[src/common/pmbus_margin_map.svh]
`ifndef PMBUS_MARGIN_MAP_SVH
`define PMBUS_MARGIN_MAP_SVH

// Command codes carried on the interface
`define CMD_OPERATION 8'h01
`define CMD_MARGIN_HIGH 8'h25
`define CMD_MARGIN_LOW 8'h26
`define CMD_TRIM 8'h22
`define CMD_OC_WARN 8'h4A
`define CMD_OV_LIMIT 8'h40
`define CMD_OV_RESP 8'h41
`define CMD_UV_LIMIT 8'h44
`define CMD_UV_RESP 8'h45
`define CMD_VIN_ON 8'h35
`define CMD_VIN_OFF 8'h36
`define CMD_PG_ON 8'h5E
`define CMD_PG_OFF 8'h5F
`define CMD_TEMP_STATUS 8'h7D
`define CMD_STATUS_VOUT 8'h7A
`define CMD_READ_VIN 8'h88
`define CMD_READ_VOUT 8'h8B
`define CMD_READ_IOUT 8'h8C

// Field positions
`define OP_ON_BIT 7
`define OP_MARGIN_HI 5
`define OP_MARGIN_LO 2
`define RESP_MODE_HI 7
`define RESP_MODE_LO 6
`define RESP_RETRY_HI 5
`define RESP_RETRY_LO 3
`define PG_ZERO_BIT 15

// Masks and reset values
`define OC_WARN_MASK 16'hF83F
`define OC_WARN_EXP 16'hF800
`define VIN_MASK 16'hF87F
`define VIN_EXP 16'hF000
`define OC_FIXED_25A 16'hF832
`define PG_ON_RST 16'h046A
`define PG_OFF_RST 16'h0452
`define MARGIN_HI_RST 16'h0000
`define MARGIN_LO_RST 16'h0000
`define OP_RST 8'h80
`define OV_PCT_RST 2'h2
`define UV_PCT_RST 2'h2
`define RESP_RST 8'h80
// VIN mantissa in quarter volts: 2.5 V .. 14 V
`define VIN_MIN_Q 7'h0A
`define VIN_ON_MIN_Q 7'h0B
`define VIN_ON_STEP_Q 7'h0C
`define VIN_MAX_Q 7'h38
`define VIN_ON_RST 16'hF00B
`define VIN_OFF_RST 16'hF00A

// Timing
`define SAMPLE_PERIOD_NS 200000
`define CLK_PERIOD_NS 5
`define SAMPLE_COUNT 16
`define FAULT_DELAY_CYCLES 4

`endif

[src/common/pmbus_margin_pkg.sv]
package pmbus_margin_pkg;
    typedef enum logic [1:0] {
        MARGIN_OFF = 2'b00,
        MARGIN_LOW = 2'b01,
        MARGIN_HIGH = 2'b10
    } margin_e;

    typedef enum logic [1:0] {
        RESP_CONTINUE = 2'b00,
        RESP_DELAYED = 2'b01,
        RESP_IMMEDIATE = 2'b10,
        RESP_HOLD_OFF = 2'b11
    } resp_e;

    typedef logic [15:0] word_t;
endpackage : pmbus_margin_pkg

[src/common/pmbus_cmd_if.sv]
`timescale 1ns/1ps
interface pmbus_cmd_if;
    logic cmd_valid;
    logic cmd_write;
    logic [7:0] cmd_code;
    logic [15:0] cmd_wdata;
    logic rsp_valid;
    logic [15:0] rsp_rdata;
    logic power_ok_oe;

    // Open-drain: pulled high unless the device sinks it
    logic power_ok_output;
    assign power_ok_output = ~power_ok_oe;

    modport device (
        input cmd_valid, cmd_write, cmd_code, cmd_wdata,
        output rsp_valid, rsp_rdata, power_ok_oe
    );
    modport host (
        output cmd_valid, cmd_write, cmd_code, cmd_wdata,
        input rsp_valid, rsp_rdata, power_ok_output
    );
endinterface : pmbus_cmd_if

[src/pmbus_margin_protect_monitor.sv]
`timescale 1ns/1ps
`include "pmbus_margin_map.svh"
// Functional notes
// - Margin words linear exp -10, bit15 zero
// - Margined target is margin plus trim
// - Host keeps margin plus trim within 25%
// - Operation bits 5:2 select margin mode
// - OC warn exp -1, six mantissa bits
// - OC warning vs limit, fixed option 25A
// - Temperature status reports fault and warning
// - OV trip 108/110/112/115, default 112
// - UV trip 92/90/88/85, default 88
// - Limit words snap to nearest allowed trip percent
// - Response 00 continues through fault
// - Response 01 waits four cycles, then off
// - Response 10 shuts off immediately
// - Response 11 disables while fault present
// - Turn-on threshold 2.75V or 3..14V
// - Turn-off 2.5..14V, snap to nearest
// - Input threshold exp -2, top four zero
// - Power-ok low on temp, current, regulation
// - Power-ok asserts above lower on window
// - Power-ok deasserts below off window
// - Power-ok words bit15 zero, given defaults
// - Average 16 samples every 200us
// - Operation bit 7 enables output
module pmbus_margin_protect_monitor #(
    parameter int SAMPLE_CYCLES = `SAMPLE_PERIOD_NS / `CLK_PERIOD_NS,
    parameter bit OC_LIMIT_FIXED = 1'b0,
    parameter logic [15:0] NOMINAL_VOUT = 16'h04CD
) (
    // Clock and reset
    input wire logic sys_clk_i,
    input wire logic reset_n_i,
    // Host side
    pmbus_cmd_if.device bus,
    // Analog front end, asynchronous
    input wire logic [15:0] adc_vout_i,
    input wire logic [15:0] adc_iout_i,
    input wire logic [15:0] adc_vin_i,
    input wire logic temp_fault_i,
    input wire logic temp_warn_i,
    // Converter control
    output logic output_enable_o,
    output logic [15:0] vout_target_o,
    output logic oc_warning_o,
    output logic vin_ok_o
);
    import pmbus_margin_pkg::*;

    logic [7:0] op_reg, ov_resp_reg, uv_resp_reg;
    logic [15:0] mhi_reg, mlo_reg, trim_reg, oc_reg, von_reg, voff_reg, pgon_reg, pgoff_reg;
    logic [1:0] ov_pct_reg, uv_pct_reg;
    logic [15:0] vout_s1, vout_s2, iout_s1, iout_s2, vin_s1, vin_s2;
    logic [1:0] temp_s1, temp_s2;

    // Percent of v, in 1/1024 fractions
    function automatic logic [15:0] pct(input logic [15:0] v, input logic [10:0] p);
        logic [26:0] prod;
        prod = 27'(v) * 27'(p);
        return prod[25:10];
    endfunction : pct

    // Snap a limit word to the nearest percentage code, midpoints as thresholds
    function automatic logic [1:0] snap(input logic [15:0] w, input logic [15:0] n,
                                        input bit over);
        logic [1:0] code;
        if (over) begin
            code = 2'h0;
            if (w >= pct(n, 11'h45C)) code = 2'h1;
            if (w >= pct(n, 11'h471)) code = 2'h2;
            if (w >= pct(n, 11'h48A)) code = 2'h3;
        end else begin
            code = 2'h3;
            if (w >= pct(n, 11'h376)) code = 2'h2;
            if (w >= pct(n, 11'h38F)) code = 2'h1;
            if (w >= pct(n, 11'h3A4)) code = 2'h0;
        end
        return code;
    endfunction : snap

    // Nearest allowed input threshold in quarter volts
    function automatic logic [15:0] vin_snap(input logic [15:0] w, input bit on);
        logic [10:0] m;
        logic [6:0] q;
        m = w[10:0];
        if (m > 11'(`VIN_MAX_Q)) q = `VIN_MAX_Q;
        else q = m[6:0];
        if (q < `VIN_MIN_Q) q = `VIN_MIN_Q;
        if (on && q < `VIN_ON_STEP_Q) begin
            q = (q == `VIN_MIN_Q) ? `VIN_ON_MIN_Q : q;
        end else if (q[0]) begin
            q = q + 7'h1;
        end
        return `VIN_EXP | 16'(q);
    endfunction : vin_snap

    function automatic logic [15:0] ov_lvl(input logic [1:0] c, input logic [15:0] n);
        unique case (c)
            2'h0: return pct(n, 11'd1106);
            2'h1: return pct(n, 11'd1126);
            2'h2: return pct(n, 11'd1147);
            2'h3: return pct(n, 11'd1178);
        endcase
    endfunction : ov_lvl

    function automatic logic [15:0] uv_lvl(input logic [1:0] c, input logic [15:0] n);
        unique case (c)
            2'h0: return pct(n, 11'd942);
            2'h1: return pct(n, 11'd922);
            2'h2: return pct(n, 11'd901);
            2'h3: return pct(n, 11'd870);
        endcase
    endfunction : uv_lvl

    // Host command writes
    always_ff @(posedge sys_clk_i or negedge reset_n_i) begin
        if (!reset_n_i) begin
            op_reg <= `OP_RST;
            mhi_reg <= `MARGIN_HI_RST;
            mlo_reg <= `MARGIN_LO_RST;
            trim_reg <= 16'h0000;
            oc_reg <= `OC_FIXED_25A;
            ov_pct_reg <= `OV_PCT_RST;
            uv_pct_reg <= `UV_PCT_RST;
            ov_resp_reg <= `RESP_RST;
            uv_resp_reg <= `RESP_RST;
            von_reg <= `VIN_ON_RST;
            voff_reg <= `VIN_OFF_RST;
            pgon_reg <= `PG_ON_RST;
            pgoff_reg <= `PG_OFF_RST;
        end else if (bus.cmd_valid && bus.cmd_write) begin
            unique case (bus.cmd_code)
                `CMD_OPERATION: op_reg <= bus.cmd_wdata[7:0];
                `CMD_MARGIN_HIGH: mhi_reg <= bus.cmd_wdata & 16'h7FFF;
                `CMD_MARGIN_LOW: mlo_reg <= bus.cmd_wdata & 16'h7FFF;
                `CMD_TRIM: trim_reg <= bus.cmd_wdata;
                `CMD_OC_WARN: oc_reg <= OC_LIMIT_FIXED ? `OC_FIXED_25A :
                                        ((bus.cmd_wdata & `OC_WARN_MASK) | `OC_WARN_EXP);
                `CMD_OV_LIMIT: ov_pct_reg <= snap(bus.cmd_wdata, NOMINAL_VOUT, 1'b1);
                `CMD_UV_LIMIT: uv_pct_reg <= snap(bus.cmd_wdata, NOMINAL_VOUT, 1'b0);
                `CMD_OV_RESP: ov_resp_reg <= bus.cmd_wdata[7:0];
                `CMD_UV_RESP: uv_resp_reg <= bus.cmd_wdata[7:0];
                `CMD_VIN_ON: von_reg <= vin_snap(bus.cmd_wdata, 1'b1);
                `CMD_VIN_OFF: voff_reg <= vin_snap(bus.cmd_wdata, 1'b0);
                `CMD_PG_ON: pgon_reg <= bus.cmd_wdata & 16'h7FFF;
                `CMD_PG_OFF: pgoff_reg <= bus.cmd_wdata & 16'h7FFF;
                default: ;
            endcase
        end
    end

    // Two-stage synchronisers on analog inputs
    always_ff @(posedge sys_clk_i or negedge reset_n_i) begin
        if (!reset_n_i) begin
            {vout_s1, vout_s2, iout_s1, iout_s2, vin_s1, vin_s2} <= '0;
            {temp_s1, temp_s2} <= '0;
        end else begin
            vout_s1 <= adc_vout_i;
            vout_s2 <= vout_s1;
            iout_s1 <= adc_iout_i;
            iout_s2 <= iout_s1;
            vin_s1 <= adc_vin_i;
            vin_s2 <= vin_s1;
            temp_s1 <= {temp_fault_i, temp_warn_i};
            temp_s2 <= temp_s1;
        end
    end

    logic [31:0] period_cnt;
    logic [4:0] samp_cnt;
    logic [19:0] acc_v, acc_i, acc_n;
    logic [15:0] avg_v, avg_i, avg_n;
    always_ff @(posedge sys_clk_i or negedge reset_n_i) begin
        if (!reset_n_i) begin
            period_cnt <= '0;
            samp_cnt <= '0;
            {acc_v, acc_i, acc_n} <= '0;
            {avg_v, avg_i, avg_n} <= '0;
        end else if (samp_cnt != 5'h0) begin
            acc_v <= acc_v + 20'(vout_s2);
            acc_i <= acc_i + 20'(iout_s2);
            acc_n <= acc_n + 20'(vin_s2);
            samp_cnt <= samp_cnt - 5'h1;
            period_cnt <= period_cnt + 32'h1;
            if (samp_cnt == 5'h1) begin
                avg_v <= 16'((acc_v + 20'(vout_s2)) >> 4);
                avg_i <= 16'((acc_i + 20'(iout_s2)) >> 4);
                avg_n <= 16'((acc_n + 20'(vin_s2)) >> 4);
            end
        end else if (period_cnt >= 32'(SAMPLE_CYCLES - 1)) begin
            period_cnt <= '0;
            samp_cnt <= 5'(`SAMPLE_COUNT);
            {acc_v, acc_i, acc_n} <= '0;
        end else begin
            period_cnt <= period_cnt + 32'h1;
        end
    end

    margin_e margin;
    logic act_on_fault;
    always_comb begin
        margin = MARGIN_OFF;
        act_on_fault = 1'b1;
        unique case (op_reg[`OP_MARGIN_HI:`OP_MARGIN_LO])
            4'b0101: begin margin = MARGIN_LOW; act_on_fault = 1'b0; end
            4'b0110: margin = MARGIN_LOW;
            4'b1001: begin margin = MARGIN_HIGH; act_on_fault = 1'b0; end
            4'b1010: margin = MARGIN_HIGH;
            default: ;
        endcase
    end

    // target word; range left to host
    logic [15:0] target;
    always_comb begin
        unique case (margin)
            MARGIN_LOW: target = mlo_reg + trim_reg;
            MARGIN_HIGH: target = mhi_reg + trim_reg;
            default: target = NOMINAL_VOUT + trim_reg;
        endcase
    end

    logic ov_now, uv_now;
    assign ov_now = avg_v > ov_lvl(ov_pct_reg, target);
    assign uv_now = avg_v < uv_lvl(uv_pct_reg, target);

    // fault responses, one engine per fault
    logic [1:0] off_req;
    logic [2:0] dly_cnt [2];
    logic [1:0] latched;
    for (genvar k = 0; k < 2; k++) begin : g_resp
        logic flt;
        logic [7:0] rb;
        assign flt = (k == 0 ? ov_now : uv_now) && act_on_fault;
        assign rb = (k == 0) ? ov_resp_reg : uv_resp_reg;
        always_ff @(posedge sys_clk_i or negedge reset_n_i) begin
            if (!reset_n_i) begin
                dly_cnt[k] <= '0;
                latched[k] <= 1'b0;
            end else if (!op_reg[`OP_ON_BIT]) begin
                dly_cnt[k] <= '0;
                latched[k] <= 1'b0;
            end else if (!flt) begin
                dly_cnt[k] <= '0;
                if (rb[`RESP_RETRY_HI:`RESP_RETRY_LO] == 3'b111) latched[k] <= 1'b0;
            end else if (rb[`RESP_MODE_HI:`RESP_MODE_LO] == RESP_IMMEDIATE) begin
                latched[k] <= 1'b1;
            end else if (rb[`RESP_MODE_HI:`RESP_MODE_LO] == RESP_DELAYED) begin
                if (dly_cnt[k] == 3'(`FAULT_DELAY_CYCLES - 1)) latched[k] <= 1'b1;
                else dly_cnt[k] <= dly_cnt[k] + 3'h1;
            end
        end
        assign off_req[k] = latched[k] ||
            (flt && rb[`RESP_MODE_HI:`RESP_MODE_LO] == RESP_HOLD_OFF);
    end

    logic pg_reg;
    logic [15:0] dev;
    assign dev = (avg_v > target) ? avg_v - target : target - avg_v;
    always_ff @(posedge sys_clk_i or negedge reset_n_i) begin
        if (!reset_n_i) begin
            pg_reg <= 1'b0;
        end else if (temp_s2[1] || oc_warning_o || !output_enable_o ||
                     dev > NOMINAL_VOUT - pgoff_reg) begin
            pg_reg <= 1'b0;
        end else if (dev < NOMINAL_VOUT - pgon_reg) begin
            pg_reg <= 1'b1;
        end
    end

    always_ff @(posedge sys_clk_i or negedge reset_n_i) begin
        if (!reset_n_i) begin
            output_enable_o <= 1'b0;
            vout_target_o <= '0;
            oc_warning_o <= 1'b0;
            vin_ok_o <= 1'b0;
            bus.power_ok_oe <= 1'b1;
        end else begin
            output_enable_o <= op_reg[`OP_ON_BIT] && vin_ok_o && off_req == 2'b00;
            vout_target_o <= target;
            oc_warning_o <= avg_i[10:0] > {oc_reg[5:0], 5'h00};
            if (avg_n[10:0] >= {von_reg[6:0], 4'h0}) vin_ok_o <= 1'b1;
            else if (avg_n[10:0] < {voff_reg[6:0], 4'h0}) vin_ok_o <= 1'b0;
            bus.power_ok_oe <= !pg_reg;
        end
    end

    // Read answers, temperature status
    always_ff @(posedge sys_clk_i or negedge reset_n_i) begin
        if (!reset_n_i) begin
            bus.rsp_valid <= 1'b0;
            bus.rsp_rdata <= '0;
        end else begin
            bus.rsp_valid <= bus.cmd_valid && !bus.cmd_write;
            unique case (bus.cmd_code)
                `CMD_OPERATION: bus.rsp_rdata <= {8'h00, op_reg};
                `CMD_MARGIN_HIGH: bus.rsp_rdata <= mhi_reg;
                `CMD_MARGIN_LOW: bus.rsp_rdata <= mlo_reg;
                `CMD_TRIM: bus.rsp_rdata <= trim_reg;
                `CMD_OC_WARN: bus.rsp_rdata <= oc_reg;
                `CMD_OV_LIMIT: bus.rsp_rdata <= ov_lvl(ov_pct_reg, NOMINAL_VOUT);
                `CMD_UV_LIMIT: bus.rsp_rdata <= uv_lvl(uv_pct_reg, NOMINAL_VOUT);
                `CMD_OV_RESP: bus.rsp_rdata <= {8'h00, ov_resp_reg};
                `CMD_UV_RESP: bus.rsp_rdata <= {8'h00, uv_resp_reg};
                `CMD_VIN_ON: bus.rsp_rdata <= von_reg;
                `CMD_VIN_OFF: bus.rsp_rdata <= voff_reg;
                `CMD_PG_ON: bus.rsp_rdata <= pgon_reg;
                `CMD_PG_OFF: bus.rsp_rdata <= pgoff_reg;
                `CMD_TEMP_STATUS: bus.rsp_rdata <= {8'h00, temp_s2[1], temp_s2[0], 6'h00};
                `CMD_STATUS_VOUT: bus.rsp_rdata <= {8'h00, latched[0], 2'b00, latched[1], 4'h0};
                `CMD_READ_VOUT: bus.rsp_rdata <= avg_v;
                `CMD_READ_IOUT: bus.rsp_rdata <= avg_i;
                `CMD_READ_VIN: bus.rsp_rdata <= avg_n;
                default: bus.rsp_rdata <= 16'h0000;
            endcase
        end
    end
endmodule : pmbus_margin_protect_monitor

[src/flat_wrapper.sv]
// flat-port wrapper written by rule: the top's interface ports become plain ports
module pmbus_margin_protect_monitor_flat import pmbus_margin_pkg::*;
#(
    parameter int SAMPLE_CYCLES = `SAMPLE_PERIOD_NS / `CLK_PERIOD_NS,
    parameter bit OC_LIMIT_FIXED = 1'b0,
    parameter logic [15:0] NOMINAL_VOUT = 16'h04CD
)
  (sys_clk_i, reset_n_i, adc_vout_i, adc_iout_i, adc_vin_i, temp_fault_i, temp_warn_i, output_enable_o, vout_target_o, oc_warning_o, vin_ok_o, bus_cmd_valid, bus_cmd_write, bus_cmd_code, bus_cmd_wdata, bus_rsp_valid, bus_rsp_rdata, bus_power_ok_oe);
  pmbus_cmd_if bus_i ();
  input wire logic sys_clk_i;
  input wire logic reset_n_i;
  input wire logic [15:0] adc_vout_i;
  input wire logic [15:0] adc_iout_i;
  input wire logic [15:0] adc_vin_i;
  input wire logic temp_fault_i;
  input wire logic temp_warn_i;
  output logic output_enable_o;
  output logic [15:0] vout_target_o;
  output logic oc_warning_o;
  output logic vin_ok_o;
  input wire logic [$bits(bus_i.cmd_valid)-1:0] bus_cmd_valid;
  input wire logic [$bits(bus_i.cmd_write)-1:0] bus_cmd_write;
  input wire logic [$bits(bus_i.cmd_code)-1:0] bus_cmd_code;
  input wire logic [$bits(bus_i.cmd_wdata)-1:0] bus_cmd_wdata;
  output wire logic [$bits(bus_i.rsp_valid)-1:0] bus_rsp_valid;
  output wire logic [$bits(bus_i.rsp_rdata)-1:0] bus_rsp_rdata;
  output wire logic [$bits(bus_i.power_ok_oe)-1:0] bus_power_ok_oe;
  assign bus_i.cmd_valid = bus_cmd_valid;
  assign bus_i.cmd_write = bus_cmd_write;
  assign bus_i.cmd_code = bus_cmd_code;
  assign bus_i.cmd_wdata = bus_cmd_wdata;
  assign bus_rsp_valid = bus_i.rsp_valid;
  assign bus_rsp_rdata = bus_i.rsp_rdata;
  assign bus_power_ok_oe = bus_i.power_ok_oe;
  pmbus_margin_protect_monitor #(.SAMPLE_CYCLES(SAMPLE_CYCLES), .OC_LIMIT_FIXED(OC_LIMIT_FIXED), .NOMINAL_VOUT(NOMINAL_VOUT)) u_core (.sys_clk_i(sys_clk_i), .reset_n_i(reset_n_i), .bus(bus_i), .adc_vout_i(adc_vout_i), .adc_iout_i(adc_iout_i), .adc_vin_i(adc_vin_i), .temp_fault_i(temp_fault_i), .temp_warn_i(temp_warn_i), .output_enable_o(output_enable_o), .vout_target_o(vout_target_o), .oc_warning_o(oc_warning_o), .vin_ok_o(vin_ok_o));
endmodule
[config.mk]
export PLATFORM = sky130hd
export DESIGN_NAME = pmbus_margin_protect_monitor_flat
export DESIGN_NICKNAME = d
export VERILOG_FILES = /design/src/common/pmbus_margin_pkg.sv /design/src/common/pmbus_cmd_if.sv /design/src/pmbus_margin_protect_monitor.sv /design/src/flat_wrapper.sv
export VERILOG_INCLUDE_DIRS = /design/src /design/src/common
export SDC_FILE = /design/constraint.sdc
export NUM_CORES = 2
export LEC_CHECK = 0
export BUFFER_PORTS_ARGS = -buffer_cell sky130_fd_sc_hd__buf_4
export CAP_MARGIN = 0
export CORE_ASPECT_RATIO = 0.7
export CORE_MARGIN = 2
export CORE_UTILIZATION = 40
export CTS_CLUSTER_SIZE = 8
export DETAILED_ROUTE_END_ITERATION = 12
export SETUP_SLACK_MARGIN = 0.15
export SLEW_MARGIN = 20
export SYNTH_ARGS = -nofsm -noshare
export SYNTH_HDL_FRONTEND = slang
export SYNTH_SLANG_ARGS = --single-unit
[constraint.sdc]
create_clock -name sys_clk_i -period 9.53 [get_ports sys_clk_i]
set_input_delay 1.906 -clock sys_clk_i [delete_from_list [all_inputs] [get_ports sys_clk_i]]
set_output_delay 1.906 -clock sys_clk_i [all_outputs]
set_load 0.005 [all_outputs]
# [Word-level counts from Yosys, hierarchy flattened]
# Cells that the tools add are included.
[op_classes] order_cmp=19 bitwise_logic=0 multipliers=8 n_addsub=16 n_shift=0 div=0 n_eq_ne=54 n_reduce_logical=44 mux=64
[ops] operator="$pmux 16 s18" count=1
[ops] operator="$pmux 16 s4" count=4
[ops] operator="$mux 7" count=15
[ops] operator="$ge 16x11->1 const B" count=6
[ops] operator="$mux 20" count=4
[ops] operator="$mul 16x10->25 const B" count=3
[ops] operator="$mul 16x9->25 const B" count=3
[ops] operator="$eq 8x7->1 const B" count=9
[ops] operator="$mux 32" count=2
[ops] operator="$add 20x16->20" count=3
[ops] operator="$gt 16x16->1" count=3
[ops] operator="$eq 8x6->1 const B" count=5
[ops] operator="$add 15x16->16" count=2
[ops] operator="$add 32x1->32 const B" count=1
[ops] operator="$ge 32x16->1 const B" count=1
[ops] operator="$lt 16x16->1" count=2
[ops] operator="$pmux 16 s2" count=1
[ops] operator="$sub 11x15->16 const A" count=2
[ops] operator="$sub 16x16->16" count=2
[ops] operator="$mux 3" count=10
[ops] operator="$reduce_and 2->1" count=14
[ops] operator="$mul 16x10->26 const B" count=1
[ops] operator="$mul 16x11->26 const B" count=1
[ops] operator="$eq 8x8->1 const B" count=3
[ops] operator="other kinds (33)" count=107
[totals] latchBits=0 n_memories=0 output_inout_bits=37 inputBits=78 wordCells=246 romBits=0 mem_bits_rw=0 regBits=415

# [Logic depth before layout (Yosys ltp)]
[logic_depth] word_depth=13 mapped_depth=49 ltp_nobuf=48

# [Worst setup path after synthesis]
# Ideal clock, no wire load.
[synth_timing] kind="flip-flop to flip-flop" startpoint="reg u_core.op_reg[3]" endpoint="reg u_core.output_enable_o" setup_time_ns=0.094 arrival_ns=10.047 slack_ns=-0.611 period_less_slack_ns=10.141 path_stages_with_launch=49 n_path_buf=1 cell_sequence="dfrtp_1 xnor2_1 nor3b_1 inv_1 ha_1 clkbuf_1 a221o_1 ha_1 a21oi_1 a21boi_1 o21ai_1 a21oi_1 and2_1 o21ai_0 a21boi_0 o21ai_0 nor2b_1 xnor2_1 (+13 left out) nor2_1 a21oi_1 o21a_1 nor2_1 a222oi_1 nor2_1 a21oi_1 ha_1 a21o_1 a21o_1 a21o_1 a21o_1 a21o_1 a21o_1 a21oi_1 a21oi_1 a21o_1 a211oi_1"
[synth_between] elab_chain_len=13
[synth_lines] item="start, declared" line="pmbus_margin_protect_monitor.sv:51" source="logic [7:0] op_reg, ov_resp_reg, uv_resp_reg;"
[synth_lines] item="start signal, assigned" line="pmbus_margin_protect_monitor.sv:119" source="op_reg <= `OP_RST;"
[synth_lines] item="start signal, assigned" line="pmbus_margin_protect_monitor.sv:134" source="`CMD_OPERATION: op_reg <= bus.cmd_wdata[7:0];"
[synth_lines] item="$eq 4x4->1 or $eq 4x3->1 (tied branches)" line="pmbus_margin_protect_monitor.sv:205" source="unique case (op_reg[`OP_MARGIN_HI:`OP_MARGIN_LO])"
[synth_lines] item="$reduce_or 2->1 (no line)"
[synth_lines] item="$pmux 2 s2 *" line="pmbus_margin_protect_monitor.sv:205"
[synth_lines] item="$eq 2x2->1 or $eq 2x1->1 (tied branches)" line="pmbus_margin_protect_monitor.sv:217" source="unique case (margin)"
[synth_lines] item="$pmux 16 s2 *" line="pmbus_margin_protect_monitor.sv:217"
[synth_lines] item="via u_core.target[12]" line="pmbus_margin_protect_monitor.sv:215" source="logic [15:0] target;"
[synth_lines] item="$mul 16x11->26 (tied with other cells)" line="pmbus_margin_protect_monitor.sv:60" source="prod = 27'(v) * 27'(p);"
[synth_lines] item="$pmux 16 s4 (on tied branches)" line="pmbus_margin_protect_monitor.sv:99, pmbus_margin_protect_monitor.sv:108"
[synth_lines] item="$gt 16x16->1 or $lt 16x16->1 (tied branches)" line="pmbus_margin_protect_monitor.sv:225, pmbus_margin_protect_monitor.sv:226"
[synth_lines] item="$logic_and 1x1->1" line="pmbus_margin_protect_monitor.sv:235" source="assign flt = (k == 0 ? ov_now : uv_now) && act_on_fault;"
[synth_lines] item="$logic_and 1x1->1" line="pmbus_margin_protect_monitor.sv:255" source="(flt && rb[`RESP_MODE_HI:`RESP_MODE_LO] == RESP_HOLD_OFF);"
[synth_lines] item="$logic_or 1x1->1" line="pmbus_margin_protect_monitor.sv:254" source="assign off_req[k] = latched[k] ||"
[synth_lines] item="$logic_not 2->1 *" line="pmbus_margin_protect_monitor.sv:280" source="output_enable_o <= op_reg[`OP_ON_BIT] && vin_ok_o && off_req == 2'b00;"
[synth_lines] item="$logic_and 1x1->1 *" line="pmbus_margin_protect_monitor.sv:280"
[synth_lines] item="end signal, assigned" line="pmbus_margin_protect_monitor.sv:274" source="output_enable_o <= 1'b0;"
[synth_lines] item="end signal, assigned" line="pmbus_margin_protect_monitor.sv:280"
[synth_lines] item="end, declared" line="pmbus_margin_protect_monitor.sv:44" source="output logic output_enable_o,"
# The timed path passes the listed nets; every way through them passes the cells marked *.
# A chain may end at the register's enable or synchronous reset.

# [Final worst setup path]
[layout_timing] startpoint="reg u_core.op_reg[3]" endpoint="reg u_core.output_enable_o"
[layout_between] elab_chain_len=13
[layout_lines] item="$eq 4x4->1 or $eq 4x3->1 (tied branches)" line="pmbus_margin_protect_monitor.sv:205"
[layout_lines] item="$reduce_or 2->1 (no line)"
[layout_lines] item="$pmux 2 s2 *" line="pmbus_margin_protect_monitor.sv:205"
[layout_lines] item="$eq 2x2->1 or $eq 2x1->1 (tied branches)" line="pmbus_margin_protect_monitor.sv:217"
[layout_lines] item="$pmux 16 s2 *" line="pmbus_margin_protect_monitor.sv:217"
[layout_lines] item="via u_core.target[8]" line="pmbus_margin_protect_monitor.sv:215"
[layout_lines] item="$mul 16x10->25 (tied with other cells)" line="pmbus_margin_protect_monitor.sv:60"
[layout_lines] item="$pmux 16 s4 (on tied branches)" line="pmbus_margin_protect_monitor.sv:99, pmbus_margin_protect_monitor.sv:108"
[layout_lines] item="$gt 16x16->1 or $lt 16x16->1 (tied branches)" line="pmbus_margin_protect_monitor.sv:225, pmbus_margin_protect_monitor.sv:226"
[layout_lines] item="$logic_and 1x1->1" line="pmbus_margin_protect_monitor.sv:235"
[layout_lines] item="$logic_and 1x1->1" line="pmbus_margin_protect_monitor.sv:255"
[layout_lines] item="$logic_or 1x1->1" line="pmbus_margin_protect_monitor.sv:254"
[layout_lines] item="$logic_not 2->1 *" line="pmbus_margin_protect_monitor.sv:280"
[layout_lines] item="$logic_and 1x1->1 *" line="pmbus_margin_protect_monitor.sv:280"
# Marked as above.

==> parameters.txt <==
Parameter                              Value

Global route
  Number of global-route vias before repair ... 32500
  Pin count of the biggest net entering global routing ... 141
  Number of antenna violations at the first check in global routing ... 6
  Global-route wire length before repair ... 201000 um
  Aggregate global routing overflow ... 0
  Global-route total usage across every layer ... 25.1%

Run status
  Failing checks ... setup timing
  Outcome ... finished, violations left

Cells and area
  Non-Filler Instances ... 6101
  Fin util ... 48.6%
  Final nets ... 5739
  Proportion of layout cells with a drive suffix above 1 ... 20.8%
  Commonest non-fill, non-tap cell in the layout ... sky130_fd_sc_hd__inv_1
  Register name with the most flops ... u_core.period_cnt
  Top library cells by usage in the layout, fill and taps aside ... sky130_fd_sc_hd__inv_1 (652), sky130_fd_sc_hd__ha_1 (593), sky130_fd_sc_hd__buf_4 (524), sky130_fd_sc_hd__dfrtp_1 (391), sky130_fd_sc_hd__fa_1 (292)
  Flip-flop count of the largest register, all copies and words added ... 32
  Area delta synth->final ... 20.6%
  Number of fill cells in the layout ... 9402

Drt
  Post-detailed-route DRC marker count ... 0
  Antenna Violating Nets Remaining ... 0
  Via total after detailed routing ... 33200
  Wire length per cell after detailed routing ... 21.8 um
  Overall routed net length ... 133000 um
  Number of DRC markers in iteration 0 ... 3347
  Vias per Instance ... 5.44
  Count of TritonRoute iterations in the first routing pass ... 9

Logic synthesis
  Most frequently used flop master after synthesis ... sky130_fd_sc_hd__dfrtp_1
  Mean cell area of the mapped netlist ... 9.73 um^2
  Post-Synthesis Cell Area ... 0.0411 mm^2
  Ranking of synthesized cells by area ... sky130_fd_sc_hd__dfrtp_1 (24%), sky130_fd_sc_hd__ha_1 (19%), sky130_fd_sc_hd__fa_1 (14%), sky130_fd_sc_hd__inv_1 (6.1%), sky130_fd_sc_hd__mux2_2 (3.2%)
  Synthesized instance count ... 4221
  Synth Warn # ... 0
  Register bit count reported by yosys ... 414
  Number of enable-type register cells in the synthesized netlist ... 0
  Top-area cell type share of the netlist area ... 23.8%
  Dominant cell type by area after synthesis ... sky130_fd_sc_hd__dfrtp_1
  Number of distinct library cells after synthesis ... 92
  Number of nets produced by synthesis ... 5227
  Proportion of synthesized flip-flops having asynchronous set or reset ... 100%
  Share of the yosys chip area belonging to registers ... 25.3%

Clock network
  Maximum number of buffers from clock root to sink ... 3
  Clk pin slew, worst setup/hold paths ... 0.05 ns
  CTS Sinks ... 414
  H-tree Lvls ... 2
  Clock Latency Late Sink ... 0.66 ns
  TritonCTS Buffers ... 58
  TritonCTS clock tree ... done
  CTS Root Cell ... sky130_fd_sc_hd__clkbuf_16
  Total of hold buffers inserted after clock tree synthesis ... 0

Min path
  Tightest Hold Check Type ... flop to flop
  Cells on Worst Hold Path ... 0

Timing
  FMAX ... 105 MHz
  Unrepaired setup endpoints after global routing ... true
  Maximum clock skew at final layout ... 0.0598 ns
  Share of the clock period used by the worst path after layout ... 100%
  Number of pins with negative max-slew slack in the final report ... 0
  Worst Slack Setup Final ... -0.0183 ns
  Final Hold Violating Endpoints ... 0
  Final setup violation count ... 1
  Max-Slew Margin vs Limit ... 28.9%
  Slew @ Worst Pin ... 1.06 ns
  Minimum period implied by the final worst setup slack ... 9.55 ns

Job
  Max-cap violation count ... 0

Setup path
  Stage delay of the slowest cell on the critical path ... 0.57 ns
  Worst Setup Start Kind ... flop
  Worst path required time ... 10.06 ns
  Depth of the worst register-to-register path ... 44
  Critical Path Slowest Stage Cell ... sky130_fd_sc_hd__fa_1
  Critical Setup Path Class ... flop to flop
  Critical Path Sink Type ... flop
  CP max FO ... 8
  WP data arrival ... 10.08 ns
  Cell mode on critical path ... sky130_fd_sc_hd__a21o_1

Floorplan
  Core Area ... 0.102 mm^2
  Area of the die ... 0.105 mm^2
  Die X-Extent ... 387 um
  Floorplan row count ... 98
  Initial core utilization ... 40.3%
  Count of pins on the block boundary ... 115
  Die span in y ... 272 um

Place
  HPWL reported at the end of detailed placement ... 108000 um
  Global placement routability congestion ... 0.986
  Number of I/O port buffers ... 114
  DP Cell Count ... 5985

Power and ir drop
  Power per cell area ... 192 mW/mm^2
  Maximum vdd drop ... 0.129 mV
  Leakage ... 0.0253 uW
-- per-layer routing --
metal  routed length [um]  GRT usage, %
met1                65000          39.0
met2                51300          33.9
met3                14800          8.21
met4                 2030          3.89
met5                   22             0
-- critical path, delay by kind of cell (launching register included) --
family	cells	cell delay, ns
AND/OR/NAND/NOR	8	1.71
flip-flops	1	0.40
adder cells (fa/ha/maj)	9	3.29
XOR/XNOR	2	0.32
AO/OA/AOI/OAI	18	2.92
buffers and inverters	7	0.79
-- final cells by class --
type | count | area [um^2] | share of cell area, %
multi-input combinational | 3038 | 28900 | 58.4
sequential | 414 | 10400 | 21.0
timing repair buffer | 554 | 4370 | 8.83
inverter | 667 | 2510 | 5.07
tap | 1350 | 1690 | 3.41
clock buffer | 73 | 1530 | 3.09
clock inverter | 4 | 87.6 | 0.177
antenna | 1 | 2.50 | 0.00505
-- through the flow --
stage / setup WS [ns] / hold slack (ns) / power, uW / TNS (ns) / instance area [um^2]
detailed placement: -0.531 / 0.335 / 7250 / -3.32 / 46600
finish: -0.0183 / 0.344 / 9490 / -0.0183 / 49500
global placement: -0.329 / 0.332 / 7210 / -1.47 / 46600
floorplan: 0.147 / 0.331 / 5200 / 0 / 41200
CTS: 0.00636 / 0.345 / 9320 / 0 / 48700
global route: -0.409 / 0.352 / 10200 / -1.24 / 49500
-- cells in the mapped netlist (36+ instances only) --
library cell and n:
sky130_fd_sc_hd__inv_1 665, sky130_fd_sc_hd__ha_1 633, sky130_fd_sc_hd__dfrtp_1 391, sky130_fd_sc_hd__fa_1 295, sky130_fd_sc_hd__nand2_1 250, sky130_fd_sc_hd__nor2_1 212, sky130_fd_sc_hd__a21oi_1 169, sky130_fd_sc_hd__o21ai_0 160
sky130_fd_sc_hd__xnor2_1 144, sky130_fd_sc_hd__mux2_2 115, sky130_fd_sc_hd__xor2_1 108, sky130_fd_sc_hd__clkbuf_1 97, sky130_fd_sc_hd__a21o_1 82, sky130_fd_sc_hd__nor3_1 77, sky130_fd_sc_hd__nand3_1 74, sky130_fd_sc_hd__o21a_1 52
sky130_fd_sc_hd__nor2b_1 44, sky130_fd_sc_hd__o22ai_1 43, sky130_fd_sc_hd__nand2b_1 36
-- logic make-up after synthesis --
logic type                 share of synthesized area (%)
xor gates and xnor gates                            5.42
and+or+nand+nor                                     10.4
buffers and inverters                               7.06
AOI/OAI and AO/OA                                   14.0
adders and majority gates                           33.7
DFF                                                 25.3
muxes                                               4.22
-- where the power goes --
group / leakage [uW] / total [uW] / switching [uW] / internal [uW]
registers: 0.00539 / 1840 / 33.1 / 1800
logic: 0.0191 / 5760 / 3010 / 2760
clock network: 0.000777 / 1890 / 787 / 1110
-- worst paths after layout --
path	startpoint	end	slack, ns
max reg2reg	u_core.op_reg[3]$_DFFE_PN0P_	u_core.output_enable_o$_DFF_PN0_	-0.02
max	u_core.op_reg[3]$_DFFE_PN0P_	u_core.output_enable_o$_DFF_PN0_	-0.02
min reg2reg	u_core.iout_s1[3]$_DFF_PN0_	u_core.iout_s2[3]$_DFF_PN0_	0.34
min in group asynchronous	reset_n_i	u_core.vin_s1[5]$_DFF_PN0_	1.29
min	u_core.iout_s1[3]$_DFF_PN0_	u_core.iout_s2[3]$_DFF_PN0_	0.34
max in group asynchronous	reset_n_i	u_core.period_cnt[8]$_DFF_PN0_	6.45
-- repair_timing --
action / in CTS / in global routing
pin swaps: 72 / 62
endpoints found under the setup margin: 9 / 9
gates resized for setup: 81 / 114
buffers inserted: 16 / 22
Note: power is estimated with default switching activity, not from simulation.
